### src/core/fsc_params.svh
// Constants of the frequency setpoint combiner
`ifndef FSC_PARAMS_SVH
`define FSC_PARAMS_SVH

// ==========================================================
// Parameter codes on the parameter port
`define FSC_ADDR_MAIN_SRC 8'h03
`define FSC_ADDR_AUX_SRC 8'h04
`define FSC_ADDR_RANGE_BASE 8'h05
`define FSC_ADDR_AUX_PCT 8'h06
`define FSC_ADDR_COMBINE 8'h07
`define FSC_ADDR_PRESET 8'h08
`define FSC_ADDR_DIR_INV 8'h09
`define FSC_ADDR_MAX_FREQ 8'h0A
`define FSC_ADDR_BIAS 8'h15
`define FSC_ADDR_MS_A 8'h40
`define FSC_ADDR_MS_B 8'h41
`define FSC_ADDR_MS_C 8'h42

// ==========================================================
// Reset values and limits, frequency in 0.01 Hz, percent in 0.1 %
`define FSC_RST_MAIN_SRC 16'h0001
`define FSC_RST_ZERO 16'h0000
`define FSC_RST_PRESET 16'h1388
`define FSC_RST_MAX_FREQ 16'h1388
`define FSC_MAX_FREQ_LOW 16'h1388
`define FSC_MAX_FREQ_HIGH 16'hC350
`define FSC_AUX_PCT_HIGH 16'h0BB8
`define FSC_SRC_CODE_HIGH 16'h000A
`define FSC_COMBINE_HIGH 16'h0022
`define FSC_PCT_FULL 11'h3E8
`define FSC_PCT_DIV 27'h00003E8
`define FSC_RANGE_DIV 39'h00000F4240

// ==========================================================
// Channel codes
`define FSC_CH_DIG_VOLATILE 4'h0
`define FSC_CH_DIG_MEMORY 4'h1
`define FSC_CH_ANALOG_ONE 4'h2
`define FSC_CH_ANALOG_TWO 4'h3
`define FSC_CH_KEYPAD_POT 4'h4
`define FSC_CH_PULSE 4'h5
`define FSC_CH_MULTISTEP 4'h6
`define FSC_CH_PLC 4'h7
`define FSC_CH_PID 4'h8
`define FSC_CH_COMM 4'h9
`define FSC_CH_OPTICAL 4'hA

// ==========================================================
// Combining digits
`define FSC_U_X 3'h0
`define FSC_U_RESULT 3'h1
`define FSC_U_X_Y 3'h2
`define FSC_U_X_RES 3'h3
`define FSC_U_Y_RES 3'h4
`define FSC_U_HIGH 3'h4
`define FSC_T_SUM 2'h0
`define FSC_T_DIFF 2'h1
`define FSC_T_MAX 2'h2
`define FSC_T_MIN 2'h3

// ==========================================================
// Optical stage thresholds on the pulse percentage
`define FSC_OPT_LOW 11'h14E
`define FSC_OPT_HIGH 11'h29B

`endif

### src/core/fsc_pkg.sv
// Types of the frequency setpoint combiner
package fsc_pkg;
    typedef logic [15:0] fsc_freq_t;
    typedef logic [10:0] fsc_pct_t;
    typedef logic [3:0] fsc_chan_t;
    typedef logic signed [19:0] fsc_wide_t;
endpackage

### src/core/fsc_src_if.sv
// Setpoint producer percentages shared by the channel choosers
`timescale 1ns/1ns
interface fsc_src_if;
    fsc_pkg::fsc_pct_t analogOne;
    fsc_pkg::fsc_pct_t analogTwo;
    fsc_pkg::fsc_pct_t keypadPot;
    fsc_pkg::fsc_pct_t pulsePct;
    fsc_pkg::fsc_pct_t multistepPct;
    fsc_pkg::fsc_pct_t plcPct;
    fsc_pkg::fsc_pct_t pidPct;
    fsc_pkg::fsc_pct_t commPct;
    fsc_pkg::fsc_pct_t opticalPct;
    modport owner(output analogOne, analogTwo, keypadPot, pulsePct,
                  multistepPct, plcPct, pidPct, commPct);
    modport optic(input pulsePct, output opticalPct);
    modport chooser(input analogOne, analogTwo, keypadPot, pulsePct,
                    multistepPct, plcPct, pidPct, commPct, opticalPct);
endinterface

### src/core/fsc_channel_sel.sv
// Picks one setpoint channel by its code
`timescale 1ns/1ns
`include "fsc_params.svh"
module fsc_channel_sel
(
    // Selection
    input wire fsc_pkg::fsc_chan_t code,
    fsc_src_if.chooser src,
    // Result
    output logic isDigital,
    output fsc_pkg::fsc_pct_t pct
);
    // Same decode for X and Y, so Y alone behaves like X
    always_comb
    begin
        isDigital = 1'b0;
        unique case (code)
            `FSC_CH_DIG_VOLATILE, `FSC_CH_DIG_MEMORY:
            begin
                isDigital = 1'b1;
                pct = '0;
            end
            `FSC_CH_ANALOG_ONE: pct = src.analogOne;
            `FSC_CH_ANALOG_TWO: pct = src.analogTwo;
            `FSC_CH_KEYPAD_POT: pct = src.keypadPot;
            `FSC_CH_PULSE: pct = src.pulsePct;
            `FSC_CH_MULTISTEP: pct = src.multistepPct;
            `FSC_CH_PLC: pct = src.plcPct;
            `FSC_CH_PID: pct = src.pidPct;
            `FSC_CH_COMM: pct = src.commPct;
            `FSC_CH_OPTICAL: pct = src.opticalPct;
            default: pct = '0;
        endcase
    end
endmodule

### src/core/fsc_optical.sv
// Optical multi-stage speed from pulse level and three stage settings
`timescale 1ns/1ns
`include "fsc_params.svh"
module fsc_optical
(
    // Clock and reset
    input wire logic clk_sys,
    input wire logic rstN,
    // Stage settings, percent of max
    input wire fsc_pkg::fsc_pct_t stageA,
    input wire fsc_pkg::fsc_pct_t stageB,
    input wire fsc_pkg::fsc_pct_t stageC,
    // Producer side
    fsc_src_if.optic src
);
    // ==========================================================
    // Stage pick, one cycle late
    always_ff @(posedge clk_sys or negedge rstN)
    begin
        if (!rstN)
            src.opticalPct <= '0;
        else if (src.pulsePct >= `FSC_OPT_HIGH)
            src.opticalPct <= stageC;
        else if (src.pulsePct >= `FSC_OPT_LOW)
            src.opticalPct <= stageB;
        else
            src.opticalPct <= stageA;
    end

    // ==========================================================
    // Checks
    a_optical_stage_c: assert property (@(posedge clk_sys)
        disable iff (!rstN) src.pulsePct >= `FSC_OPT_HIGH |=>
        src.opticalPct == $past(stageC))
        else $error("optical stage c not taken");
    a_optical_stage_a: assert property (@(posedge clk_sys)
        disable iff (!rstN) src.pulsePct < `FSC_OPT_LOW |=>
        src.opticalPct == $past(stageA))
        else $error("optical stage a not taken");
endmodule

### src/core/fsc_combiner.sv
// Frequency setpoint combiner top
`timescale 1ns/1ns
`include "fsc_params.svh"
module fsc_combiner
#(
    parameter logic [15:0] UPDOWN_STEP = 16'h0001
)
(
    // Clock and reset
    input wire logic clk_sys,
    input wire logic resetn,
    // Parameter port
    input wire logic paramWrite,
    input wire logic [7:0] paramAddr,
    input wire logic [15:0] paramWdata,
    input wire logic paramInit,
    output logic [15:0] paramRdata,
    // Setpoint producers, percent of max in 0.1 %
    input wire fsc_pkg::fsc_pct_t analogOne,
    input wire fsc_pkg::fsc_pct_t analogTwo,
    input wire fsc_pkg::fsc_pct_t keypadPot,
    input wire fsc_pkg::fsc_pct_t pulseInput,
    input wire fsc_pkg::fsc_pct_t multistepPct,
    input wire fsc_pkg::fsc_pct_t plcPct,
    input wire fsc_pkg::fsc_pct_t pidPct,
    input wire fsc_pkg::fsc_pct_t commPct,
    // Keypad and terminal up/down, one-cycle pulses
    input wire logic upStep,
    input wire logic downStep,
    // Source switch terminal pin
    input wire logic sourceSwitchPin,
    // Direction
    input wire logic dirCmd,
    output logic dirOut,
    // Setpoint
    output fsc_pkg::fsc_freq_t setpoint
);
    // ==========================================================
    // Reset release
    logic rstMeta;
    logic rstN;

    always_ff @(posedge clk_sys or negedge resetn)
    begin
        if (!resetn)
        begin
            rstMeta <= 1'b0;
            rstN <= 1'b0;
        end
        else
        begin
            rstMeta <= 1'b1;
            rstN <= rstMeta;
        end
    end

    // ==========================================================
    // Parameters
    fsc_pkg::fsc_chan_t mainSourceSelect;
    fsc_pkg::fsc_chan_t auxSourceSelect;
    logic auxRangeBaseSelect;
    logic [11:0] auxRangePercent;
    logic [5:0] sourceCombineSelect;
    fsc_pkg::fsc_freq_t presetFrequency;
    logic directionInvert;
    fsc_pkg::fsc_freq_t maxFrequency;
    logic signed [15:0] combineBiasFrequency;
    fsc_pkg::fsc_pct_t multistepA;
    fsc_pkg::fsc_pct_t multistepB;
    fsc_pkg::fsc_pct_t multistepC;

    logic srcCodeOk;
    logic pctOk;
    logic [15:0] wrUnits;
    assign srcCodeOk = paramWdata <= `FSC_SRC_CODE_HIGH;
    assign pctOk = paramWdata <= 16'(`FSC_PCT_FULL);
    assign wrUnits = paramWdata % 16'h000A;

    // Out-of-range writes are dropped; a later lower max frequency does not re-check the stored preset
    always_ff @(posedge clk_sys or negedge rstN)
    begin
        if (!rstN)
        begin
            mainSourceSelect <= 4'(`FSC_RST_MAIN_SRC);
            auxSourceSelect <= '0;
            auxRangeBaseSelect <= 1'b0;
            auxRangePercent <= '0;
            sourceCombineSelect <= '0;
            presetFrequency <= `FSC_RST_PRESET;
            directionInvert <= 1'b0;
            maxFrequency <= `FSC_RST_MAX_FREQ;
            combineBiasFrequency <= '0;
            multistepA <= '0;
            multistepB <= '0;
            multistepC <= '0;
        end
        else if (paramInit)
        begin
            mainSourceSelect <= 4'(`FSC_RST_MAIN_SRC);
            auxSourceSelect <= '0;
            auxRangeBaseSelect <= 1'b0;
            auxRangePercent <= '0;
            sourceCombineSelect <= '0;
            presetFrequency <= `FSC_RST_PRESET;
            directionInvert <= 1'b0;
            maxFrequency <= `FSC_RST_MAX_FREQ;
            combineBiasFrequency <= '0;
            multistepA <= '0;
            multistepB <= '0;
            multistepC <= '0;
        end
        else if (paramWrite)
        begin
            unique case (paramAddr)
                `FSC_ADDR_MAIN_SRC:
                    if (srcCodeOk)
                        mainSourceSelect <= paramWdata[3:0];
                `FSC_ADDR_AUX_SRC:
                    if (srcCodeOk)
                        auxSourceSelect <= paramWdata[3:0];
                `FSC_ADDR_RANGE_BASE:
                    if (paramWdata <= 16'h0001)
                        auxRangeBaseSelect <= paramWdata[0];
                `FSC_ADDR_AUX_PCT:
                    if (paramWdata <= `FSC_AUX_PCT_HIGH)
                        auxRangePercent <= paramWdata[11:0];
                `FSC_ADDR_COMBINE:
                    if (paramWdata <= `FSC_COMBINE_HIGH &&
                        wrUnits <= 16'(`FSC_U_HIGH))
                        sourceCombineSelect <= paramWdata[5:0];
                `FSC_ADDR_PRESET:
                    if (paramWdata <= maxFrequency)
                        presetFrequency <= paramWdata;
                `FSC_ADDR_DIR_INV:
                    if (paramWdata <= 16'h0001)
                        directionInvert <= paramWdata[0];
                `FSC_ADDR_MAX_FREQ:
                    if (paramWdata >= `FSC_MAX_FREQ_LOW &&
                        paramWdata <= `FSC_MAX_FREQ_HIGH)
                        maxFrequency <= paramWdata;
                `FSC_ADDR_BIAS:
                    combineBiasFrequency <= paramWdata;
                `FSC_ADDR_MS_A:
                    if (pctOk)
                        multistepA <= paramWdata[10:0];
                `FSC_ADDR_MS_B:
                    if (pctOk)
                        multistepB <= paramWdata[10:0];
                `FSC_ADDR_MS_C:
                    if (pctOk)
                        multistepC <= paramWdata[10:0];
                default:
                begin
                end
            endcase
        end
    end

    // Read back one cycle after the code is presented
    always_ff @(posedge clk_sys or negedge rstN)
    begin
        if (!rstN)
            paramRdata <= '0;
        else
        begin
            unique case (paramAddr)
                `FSC_ADDR_MAIN_SRC: paramRdata <= {12'h000, mainSourceSelect};
                `FSC_ADDR_AUX_SRC: paramRdata <= {12'h000, auxSourceSelect};
                `FSC_ADDR_RANGE_BASE:
                    paramRdata <= {15'h0000, auxRangeBaseSelect};
                `FSC_ADDR_AUX_PCT: paramRdata <= {4'h0, auxRangePercent};
                `FSC_ADDR_COMBINE:
                    paramRdata <= {10'h000, sourceCombineSelect};
                `FSC_ADDR_PRESET: paramRdata <= presetFrequency;
                `FSC_ADDR_DIR_INV: paramRdata <= {15'h0000, directionInvert};
                `FSC_ADDR_MAX_FREQ: paramRdata <= maxFrequency;
                `FSC_ADDR_BIAS: paramRdata <= combineBiasFrequency;
                `FSC_ADDR_MS_A: paramRdata <= {5'h00, multistepA};
                `FSC_ADDR_MS_B: paramRdata <= {5'h00, multistepB};
                `FSC_ADDR_MS_C: paramRdata <= {5'h00, multistepC};
                default: paramRdata <= '0;
            endcase
        end
    end

    // ==========================================================
    // Source switch pin, three stages
    logic swMeta;
    logic swMid;
    logic swLate;
    logic swState;

    always_ff @(posedge clk_sys or negedge rstN)
    begin
        if (!rstN)
        begin
            swMeta <= 1'b0;
            swMid <= 1'b0;
            swLate <= 1'b0;
            swState <= 1'b0;
        end
        else
        begin
            swMeta <= sourceSwitchPin;
            swMid <= swMeta;
            swLate <= swMid;
            if (swMid == swLate)
                swState <= swLate;
        end
    end

    // ==========================================================
    // Up/down correction, shared by digital X and digital Y
    logic signed [16:0] adj;
    logic signed [16:0] adjLimit;
    logic signed [16:0] stepS;
    assign adjLimit = $signed({1'b0, maxFrequency});
    assign stepS = $signed({1'b0, UPDOWN_STEP});

    always_ff @(posedge clk_sys or negedge rstN)
    begin
        if (!rstN)
            adj <= '0;
        else if (paramInit)
            adj <= '0;
        else if (upStep && !downStep)
            adj <= (adj + stepS > adjLimit) ? adjLimit : adj + stepS;
        else if (downStep && !upStep)
            adj <= (adj - stepS < -adjLimit) ? -adjLimit : adj - stepS;
    end

    // ==========================================================
    // Channel choice
    fsc_src_if srcBus();
    assign srcBus.analogOne = analogOne;
    assign srcBus.analogTwo = analogTwo;
    assign srcBus.keypadPot = keypadPot;
    assign srcBus.pulsePct = pulseInput;
    assign srcBus.multistepPct = multistepPct;
    assign srcBus.plcPct = plcPct;
    assign srcBus.pidPct = pidPct;
    assign srcBus.commPct = commPct;

    logic xDigital;
    logic yDigital;
    fsc_pkg::fsc_pct_t xPctRaw;
    fsc_pkg::fsc_pct_t yPctRaw;

    fsc_optical uOptical (
        .clk_sys(clk_sys),
        .rstN(rstN),
        .stageA(multistepA),
        .stageB(multistepB),
        .stageC(multistepC),
        .src(srcBus.optic)
    );
    fsc_channel_sel uChanX (
        .code(mainSourceSelect),
        .src(srcBus.chooser),
        .isDigital(xDigital),
        .pct(xPctRaw)
    );
    fsc_channel_sel uChanY (
        .code(auxSourceSelect),
        .src(srcBus.chooser),
        .isDigital(yDigital),
        .pct(yPctRaw)
    );

    // ==========================================================
    // Arithmetic
    function automatic fsc_pkg::fsc_freq_t clampF(
        input fsc_pkg::fsc_wide_t v, input fsc_pkg::fsc_freq_t m);
        if (v < 0)
            return '0;
        else if (v > $signed({4'h0, m}))
            return m;
        else
            return v[15:0];
    endfunction

    fsc_pkg::fsc_pct_t xPct;
    fsc_pkg::fsc_pct_t yPct;
    logic [26:0] xProd;
    logic [26:0] yProd;
    logic [38:0] yRangeProd;
    fsc_pkg::fsc_freq_t digVal;
    fsc_pkg::fsc_freq_t rangeBase;
    fsc_pkg::fsc_wide_t xVal;
    fsc_pkg::fsc_wide_t yComb;
    fsc_pkg::fsc_wide_t yAlone;
    fsc_pkg::fsc_wide_t res;
    fsc_pkg::fsc_wide_t resBiased;
    fsc_pkg::fsc_wide_t chosen;
    logic [2:0] units;
    logic [1:0] tens;

    assign units = 3'(sourceCombineSelect % 6'h0A);
    assign tens = 2'(sourceCombineSelect / 6'h0A);
    // Inputs above full scale are held at full scale
    assign xPct = (xPctRaw > `FSC_PCT_FULL) ? `FSC_PCT_FULL : xPctRaw;
    assign yPct = (yPctRaw > `FSC_PCT_FULL) ? `FSC_PCT_FULL : yPctRaw;
    assign digVal = clampF(20'($signed({4'h0, presetFrequency}) + adj),
                           maxFrequency);
    assign rangeBase = auxRangeBaseSelect ? xVal[15:0] : maxFrequency;
    assign xProd = 27'(xPct) * 27'(maxFrequency);
    assign yProd = 27'(yPct) * 27'(maxFrequency);
    assign yRangeProd = 39'(yPct) * 39'(rangeBase) * 39'(auxRangePercent);

    always_comb
    begin
        // Full scale maps to max frequency
        xVal = xDigital ? 20'(digVal) : 20'(xProd / `FSC_PCT_DIV);
        yAlone = yDigital ? 20'(digVal) : 20'(yProd / `FSC_PCT_DIV);
        // Combined: digital Y is the bare correction, preset ignored
        if (yDigital)
            yComb = 20'(adj);
        else
            yComb = 20'(yRangeProd / `FSC_RANGE_DIV);
        unique case (tens)
            `FSC_T_SUM: res = xVal + yComb;
            `FSC_T_DIFF: res = xVal - yComb;
            `FSC_T_MAX: res = (xVal > yComb) ? xVal : yComb;
            `FSC_T_MIN: res = (xVal < yComb) ? xVal : yComb;
        endcase
        resBiased = res + 20'(combineBiasFrequency);
        unique case (units)
            `FSC_U_X: chosen = xVal;
            `FSC_U_RESULT: chosen = resBiased;
            `FSC_U_X_Y: chosen = swState ? yAlone : xVal;
            `FSC_U_X_RES: chosen = swState ? resBiased : xVal;
            `FSC_U_Y_RES: chosen = swState ? resBiased : yAlone;
            default: chosen = xVal;
        endcase
    end

    // ==========================================================
    // Outputs
    always_ff @(posedge clk_sys or negedge rstN)
    begin
        if (!rstN)
            setpoint <= '0;
        else
            setpoint <= clampF(chosen, maxFrequency);
    end

    // Reversal stands in for swapping two motor phases
    always_ff @(posedge clk_sys or negedge rstN)
    begin
        if (!rstN)
            dirOut <= 1'b0;
        else
            dirOut <= dirCmd ^ directionInvert;
    end

    // ==========================================================
    // Checks
    a_setpoint_within_max: assert property (@(posedge clk_sys)
        disable iff (!rstN) setpoint <= $past(maxFrequency))
        else $error("setpoint above max frequency");
    a_dir_follows_invert: assert property (@(posedge clk_sys)
        disable iff (!rstN)
        ##1 dirOut == ($past(dirCmd) ^ $past(directionInvert)))
        else $error("direction sense wrong");
    a_init_clears_dir: assert property (@(posedge clk_sys)
        disable iff (!rstN) paramInit |=>
        !directionInvert && presetFrequency == `FSC_RST_PRESET)
        else $error("init left direction or preset");
    a_max_in_range: assert property (@(posedge clk_sys)
        disable iff (!rstN) maxFrequency >= `FSC_MAX_FREQ_LOW &&
        maxFrequency <= `FSC_MAX_FREQ_HIGH)
        else $error("max frequency out of range");
    a_aux_pct_range: assert property (@(posedge clk_sys)
        disable iff (!rstN) auxRangePercent <= 12'(`FSC_AUX_PCT_HIGH))
        else $error("aux range percent out of range");
    a_aux_code_legal: assert property (@(posedge clk_sys)
        disable iff (!rstN) auxSourceSelect <= 4'(`FSC_SRC_CODE_HIGH))
        else $error("aux source code illegal");
    a_x_only_mode: assert property (@(posedge clk_sys)
        disable iff (!rstN) units == `FSC_U_X |=>
        setpoint == clampF($past(xVal), $past(maxFrequency)))
        else $error("x only mode wrong");
    a_analog_full_scale: assert property (@(posedge clk_sys)
        disable iff (!rstN)
        units == `FSC_U_X && mainSourceSelect == `FSC_CH_ANALOG_ONE &&
        analogOne == `FSC_PCT_FULL |=> setpoint == $past(maxFrequency))
        else $error("full analog not max frequency");
    a_sum_with_bias: assert property (@(posedge clk_sys)
        disable iff (!rstN)
        units == `FSC_U_RESULT && tens == `FSC_T_SUM |=> setpoint ==
        clampF($past(xVal + yComb + 20'(combineBiasFrequency)),
               $past(maxFrequency)))
        else $error("sum with bias wrong");
    a_digital_aux_adj: assert property (@(posedge clk_sys)
        disable iff (!rstN) yDigital && units == `FSC_U_RESULT |->
        yComb == 20'(adj))
        else $error("digital aux not bare correction");

    c_switch_to_y: cover property (@(posedge clk_sys) disable iff (!rstN)
        units == `FSC_U_X_Y && swState ##1 setpoint != 16'h0000);
    c_diff_mode: cover property (@(posedge clk_sys) disable iff (!rstN)
        units == `FSC_U_RESULT && tens == `FSC_T_DIFF);
    c_clamp_hit: cover property (@(posedge clk_sys) disable iff (!rstN)
        chosen > $signed({4'h0, maxFrequency}));
    c_optical_main: cover property (@(posedge clk_sys) disable iff (!rstN)
        mainSourceSelect == `FSC_CH_OPTICAL && units == `FSC_U_X);
endmodule

### config.mk
export PLATFORM = sky130hd
export DESIGN_NAME = fsc_combiner
export DESIGN_NICKNAME = d
export VERILOG_FILES = /design/src/core/fsc_pkg.sv /design/src/core/fsc_src_if.sv /design/src/core/fsc_channel_sel.sv /design/src/core/fsc_optical.sv /design/src/core/fsc_combiner.sv
export VERILOG_INCLUDE_DIRS = /design/src /design/src/core
export SDC_FILE = /design/constraint.sdc
export NUM_CORES = 2
export LEC_CHECK = 0
export ABC_AREA = 1
export BUFFER_PORTS_ARGS = -buffer_cell sky130_fd_sc_hd__buf_2
export CORE_ASPECT_RATIO = 1.4
export CORE_MARGIN = 3
export CORE_UTILIZATION = 60
export DETAILED_ROUTE_END_ITERATION = 8
export GPL_TIMING_DRIVEN = 1
export PLACE_DENSITY = 0.8
export SETUP_SLACK_MARGIN = 0.02
export SYNTH_ARGS = -nofsm -noshare
export SYNTH_HDL_FRONTEND = slang
export SYNTH_SLANG_ARGS = --single-unit
export TNS_END_PERCENT = 10
### constraint.sdc
create_clock -name clk_sys -period 5.6 [get_ports clk_sys]
set_clock_uncertainty 0.1 [all_clocks]
set_input_delay 1.12 -clock clk_sys [delete_from_list [all_inputs] [get_ports clk_sys]]
set_output_delay 1.12 -clock clk_sys [all_outputs]
set_load 0.01 [all_outputs]
==> reports/qor.yml, run 1 <==
run_status:
  status: "did not finish"
  haltStage: "5_1_grt"
  tool.error: "[ERROR GRT-0232] Routing congestion too high. Check the congestion heatmap in the GUI."
die:
  die_y_um: 391
  rows: 140
  io_pins: 153
  die_w_um: 281
  start_util: 0.607
logic_synthesis:
  synth_area_mm2: 0.0635
  synthFlopType: "dfrtp_1"
  synth_area_per_cell_um2: 6.63
  async_reset_ff_frac: 1.00
  synth_seq_area_share: 0.0696
  ys_types: 94
  synthCells: 9584
  yosysWarnings: 0
  ys_ff_latch: 176
  synth-edff-count: 0
global_route:
  grt_max_degree: 143
  grt_remaining_overflow: 367
  grt.total_usage: 0.746
clock_tree:
  clock_sinks: 176
  cts_buffers: 17
  h-tree-depth: 4
  clk_path_buf_depth: 2
  root_buffer: "clkbuf_16"
  cts_hold_buf: 0
place:
  dp_hpwl_mm: 226
  placedCellCount: 13200
  port_buffers: 152
  placed_area_mm2: 0.0830
  place.gp.congestion: 1.18
sta:
  worst-ep-kind: "register data pin"
  crit_endpoint: "setpoint[7]$_DFF_PN0_/D"
## cells in the mapped netlist (all sizes together), types with 15 or more instances
library cell / n / share of area
a211oi: 15 / 0.0018
a21oi: 421 / 0.034
a221oi: 24 / 0.0033
a31oi: 20 / 0.0022
and2: 20 / 0.0020
buf: 46 / 0.0082
clkbuf: 190 / 0.012
clkinv: 40 / 0.0031
dfrtp: 165 / 0.065
fa: 629 / 0.20
ha: 431 / 0.085
inv: 1773 / 0.11
nand2: 2810 / 0.20
nand3: 583 / 0.056
nand3b: 23 / 0.0030
nand4: 137 / 0.015
nor2: 1030 / 0.068
nor3: 62 / 0.0051
nor4: 17 / 0.0017
o211ai: 38 / 0.0045
o21ai: 480 / 0.038
o21bai: 26 / 0.0033
o22ai: 103 / 0.010
or2: 34 / 0.0033
xnor2: 67 / 0.0092
xor2: 286 / 0.039
## what timing repair did
| item | in CTS |
|---|---|
| endpoints found under the setup margin | 36 |
| pin swaps | 152 |
| resized for setup | 230 |
| cloned | 17 |
| setup buffers | 108 |
## through the flow
stage	TNS (ns)	setup WS, ns
after detailed placement	-791.23	-47.86
after CTS	-758.25	-46.24
after global placement	-753.61	-45.84
after floorplan	-708.54	-43.21
## cell families after synthesis
group | Yosys count | synth area share
AOI/OAI and AO/OA | 1215 | 0.109
and+or+nand+nor | 4724 | 0.359
xor gates and xnor gates | 353 | 0.0487
DFF | 176 | 0.0696
other | 2 | 0.000118
buffers and inverters | 2053 | 0.130
adders and majority gates | 1061 | 0.283
## routing by layer
layer / track usage / GRT overflow
met2: 0.939 / 190
met5: 0.296 / 7
met4: 0.778 / 162
met1: 0.707 / 1
met3: 0.591 / 7
==> run 2: changes to the inputs <==
- CORE_ASPECT_RATIO: 1.4 -> not set
- CORE_UTILIZATION: 60 -> 40
- PLACE_DENSITY: 0.8 -> not set
- PLACE_DENSITY_LB_ADDON: not set -> 0.15
- SETUP_SLACK_MARGIN: 0.02 -> not set
- clock period: 5.6 -> 7.3 ns (I/O delays scaled with it)
==> reports/qor.yml, run 2 <==
run_status:
  status: "complete, but fails checks"  # was did not finish
  violations: "negative setup slack"
die:
  die_y_um: 404  # was 391 µm
  start_util: 0.405  # was 0.607
  core_area_mm2: 0.157
  io_pins: 153  # unchanged
  die_area_mm2: 0.164
  rows: 145  # was 140
  die_w_um: 404  # was 281 µm
final_layout:
  fillCellCount: 15500
  drive_above_1_share: 0.324
  mostFrequentLayoutCell: "buf_4"
  final_cell_mix: "2,337 x buf_4, 2,220 x nand2_1, 1,646 x inv_1"
  syn2layout_area_growth_pct: 37.9
  final_nets: 13200
  regMostFlops: "adj"
  largest_reg_flops: 17
  finalCoreUtilization: 0.558
  area.sequential_mm2: 0.00442
  multi_input_area_mm2: 0.0531
run:
  max_cap_viol_count: 0
worst_setup_path:
  endpoint: "setpoint[9]$_DFF_PN0_"
  endpoint_kind: "flip-flop"
  startpoint: "pidPct[6]"
  timing.rr.end: "setpoint[9]$_DFF_PN0_"
  path_common_cell: "nand2_1"
  path_buf_inv: 77
  critPathKind: "input port to flip-flop"
  slowest_stage: "fa_1"
  r2r_start: "mainSourceSelect[1]$_DFFE_PN0P_"
  worst_path_largest_cell_delay_ns: 0.55
  r2r_cells: 403
  arrival_ns: 52.22
  path_delay_family: "simple AND/OR/NAND/NOR gates"
  critical_path.startpoint_type: "input port"
  required_ns: 7.61
  crit_fanout: 12
  r2r_setup_slack_ns: -44.42
  crit_cells: 399
global_route:
  grt_remaining_overflow: 0
  grt_pass1_wl_mm: 404
  antenna_found_initial: 24
  grt.total_usage: 0.319
  grt_max_degree: 137
  grt_pass1_vias: 71800
logic_synthesis:
  synth_largest_area_cell: "fa_1"  # unchanged
  synth_area_mm2: 0.0635  # unchanged
  synth.most_common_cell: "nand2_1"  # unchanged
  synthMuxAreaShare: 0  # unchanged
  synth_common_cells: "2,300 x nand2_1, 1,666 x inv_1, 917 x nor2_1"  # unchanged
  synth_area_per_cell_um2: 6.63  # unchanged
  synthFlopType: "dfrtp_1"  # unchanged
  yosysWarnings: 0  # unchanged
  yosys.area_share.xor_xnor: 0.0487  # unchanged
  synth_compound_area_frac: 0.109  # unchanged
  synthCells: 9584  # unchanged
  synth-edff-count: 0  # unchanged
  synth_seq_area_share: 0.0696  # unchanged
  yosys.area_share.adder: 0.283  # unchanged
  synth_top_family_by_area: "simple AND/OR/NAND/NOR gates"  # unchanged
  async_reset_ff_frac: 1.00  # unchanged
  synth_top_area_share: 0.198  # unchanged
  ys_types: 94  # unchanged
  synth-simple-area-share: 0.359  # unchanged
  ys_ff_latch: 176  # unchanged
  yosys-top-cells-area: "fa_1 20%, nand2_1 14%, inv_1 9.8%"  # unchanged
clock_tree:
  cts_hold_buf: 0  # unchanged
  clk_latency_ns: 0.52
  cts_tree: "built"
  clk_path_buf_depth: 2  # unchanged
  path_clk_slew_ns: 0.07
  root_buffer: "clkbuf_16"  # unchanged
  h-tree-depth: 4  # unchanged
  clock_sinks: 176  # unchanged
  cts_buffers: 17  # unchanged
sta:
  max_slew.worst_pin.slew_ns: 1.17
  fmax_mhz: 19.3
  hold_viol_final: 0
  setup_ws_ns: -44.61
  period_minus_slack_ns: 51.91
  max_slew_margin: 0.211
  setup_viol: 22
  slew_violations: 0
  rsz0062_at_grt: "true"
  finalCritPeriodShare: 7.11
route:
  drt_iter0_drc: 4862
  firstDrtPassIters: 8
  vias: 71200
  ant_nets: 0
  drc: 0
  wl_per_cell_um: 18.7
  routed_wl_mm: 263
  via_per_inst: 5.06
place:
  dp_hpwl_mm: 225  # was 226 mm
  place.gp.congestion: 1.04  # was 1.18
  port_buffers: 152  # unchanged
hold_path:
  hp-class: "flip-flop to asynchronous set/reset pin"
run 2: final cells by class:
cell class                      instances  share of cell area
Inverter                             1815              0.0802
Sequential cell                       176              0.0505
Clock buffer                           18             0.00502
Tap cell                             2058              0.0294
Clock inverter                         14             0.00230
Antenna cell                           17            0.000486
Multi-Input combinational cell       7415               0.606
Timing Repair inverter                  2            0.000171
Timing Repair Buffer                 2568               0.225
run 2: kinds of logic after synthesis:
group / after synthesis
xor+xnor: 353
flops: 176
fa+ha+maj: 1061
other cells: 2
compound gates: 1215
buf+inv: 2053
simple gates: 4724
run 2: what timing repair did:
action                     in CTS  in global routing
setup endpoints to repair      22                 22
cloned                         18                  1
setup buffers                  92                 24
resized for setup             232                133
pin swaps                     158                 90
run 2: worst reg2reg max path: cells and delay by family, from the launching register on:
family | cells | cell delay [ns]
AO/OA/AOI/OAI | 45 | 6.25
buffers and inverters | 79 | 8.69
adder cells (fa/ha/maj) | 23 | 9.34
AND/OR/NAND/NOR | 242 | 24.40
XOR/XNOR | 14 | 2.43
flip-flops | 1 | 0.38
run 2: how the worst min path moves through the flow:
stage / start / to / slack (ns) / cells after the start
6_report: rstN$_DFF_PN0_ / uOptical.src.opticalPct[6]$_DFF_PN0_ / 0.22 / 0
5_1_grt: rstMeta$_DFF_PN0_ / rstN$_DFF_PN0_ / 0.26 / 0
4_1_cts: rstN$_DFF_PN0_ / uOptical.src.opticalPct[6]$_DFF_PN0_ / 0.24 / 0
3_5_place_dp: rstN$_DFF_PN0_ / uOptical.src.opticalPct[6]$_DFF_PN0_ / 0.23 / 0
3_3_place_gp: rstN$_DFF_PN0_ / uOptical.src.opticalPct[6]$_DFF_PN0_ / 0.22 / 0
2_1_floorplan: rstMeta$_DFF_PN0_ / rstN$_DFF_PN0_ / 0.23 / 0
run 2: layer usage:
layer / part of all wire / global-route usage / up-vias / wire length, µm
met1: 0.39 / 0.376 / 33800 / 103000
met5: 0.00020 / 0 / - / 53
met3: 0.073 / 0.0664 / 549 / 19200
met2: 0.47 / 0.540 / 2131 / 123000
met4: 0.066 / 0.175 / 8 / 17400
li1: - / - / 34700 / -
run 2: stage by stage:
step	std cells	setup TNS, ns	cell area, µm²	hold WS, ns	setup slack [ns]
after detailed placement	13900	-766.25	84200	0.232	-47.01
after CTS	14000	-715.79	86700	0.242	-44.29
after global routing	14100	-800.92	87500	0.261	-49.18
after global placement	13900	-746.92	84200	0.224	-45.93
final	14100	-721.40	87600	0.224	-44.61
after floorplan	9631	-678.62	64300	0.231	-41.85
Power of run 2 is not shown: default switching activity piles up to over one toggle a cycle in this logic, so the estimate is an artifact.
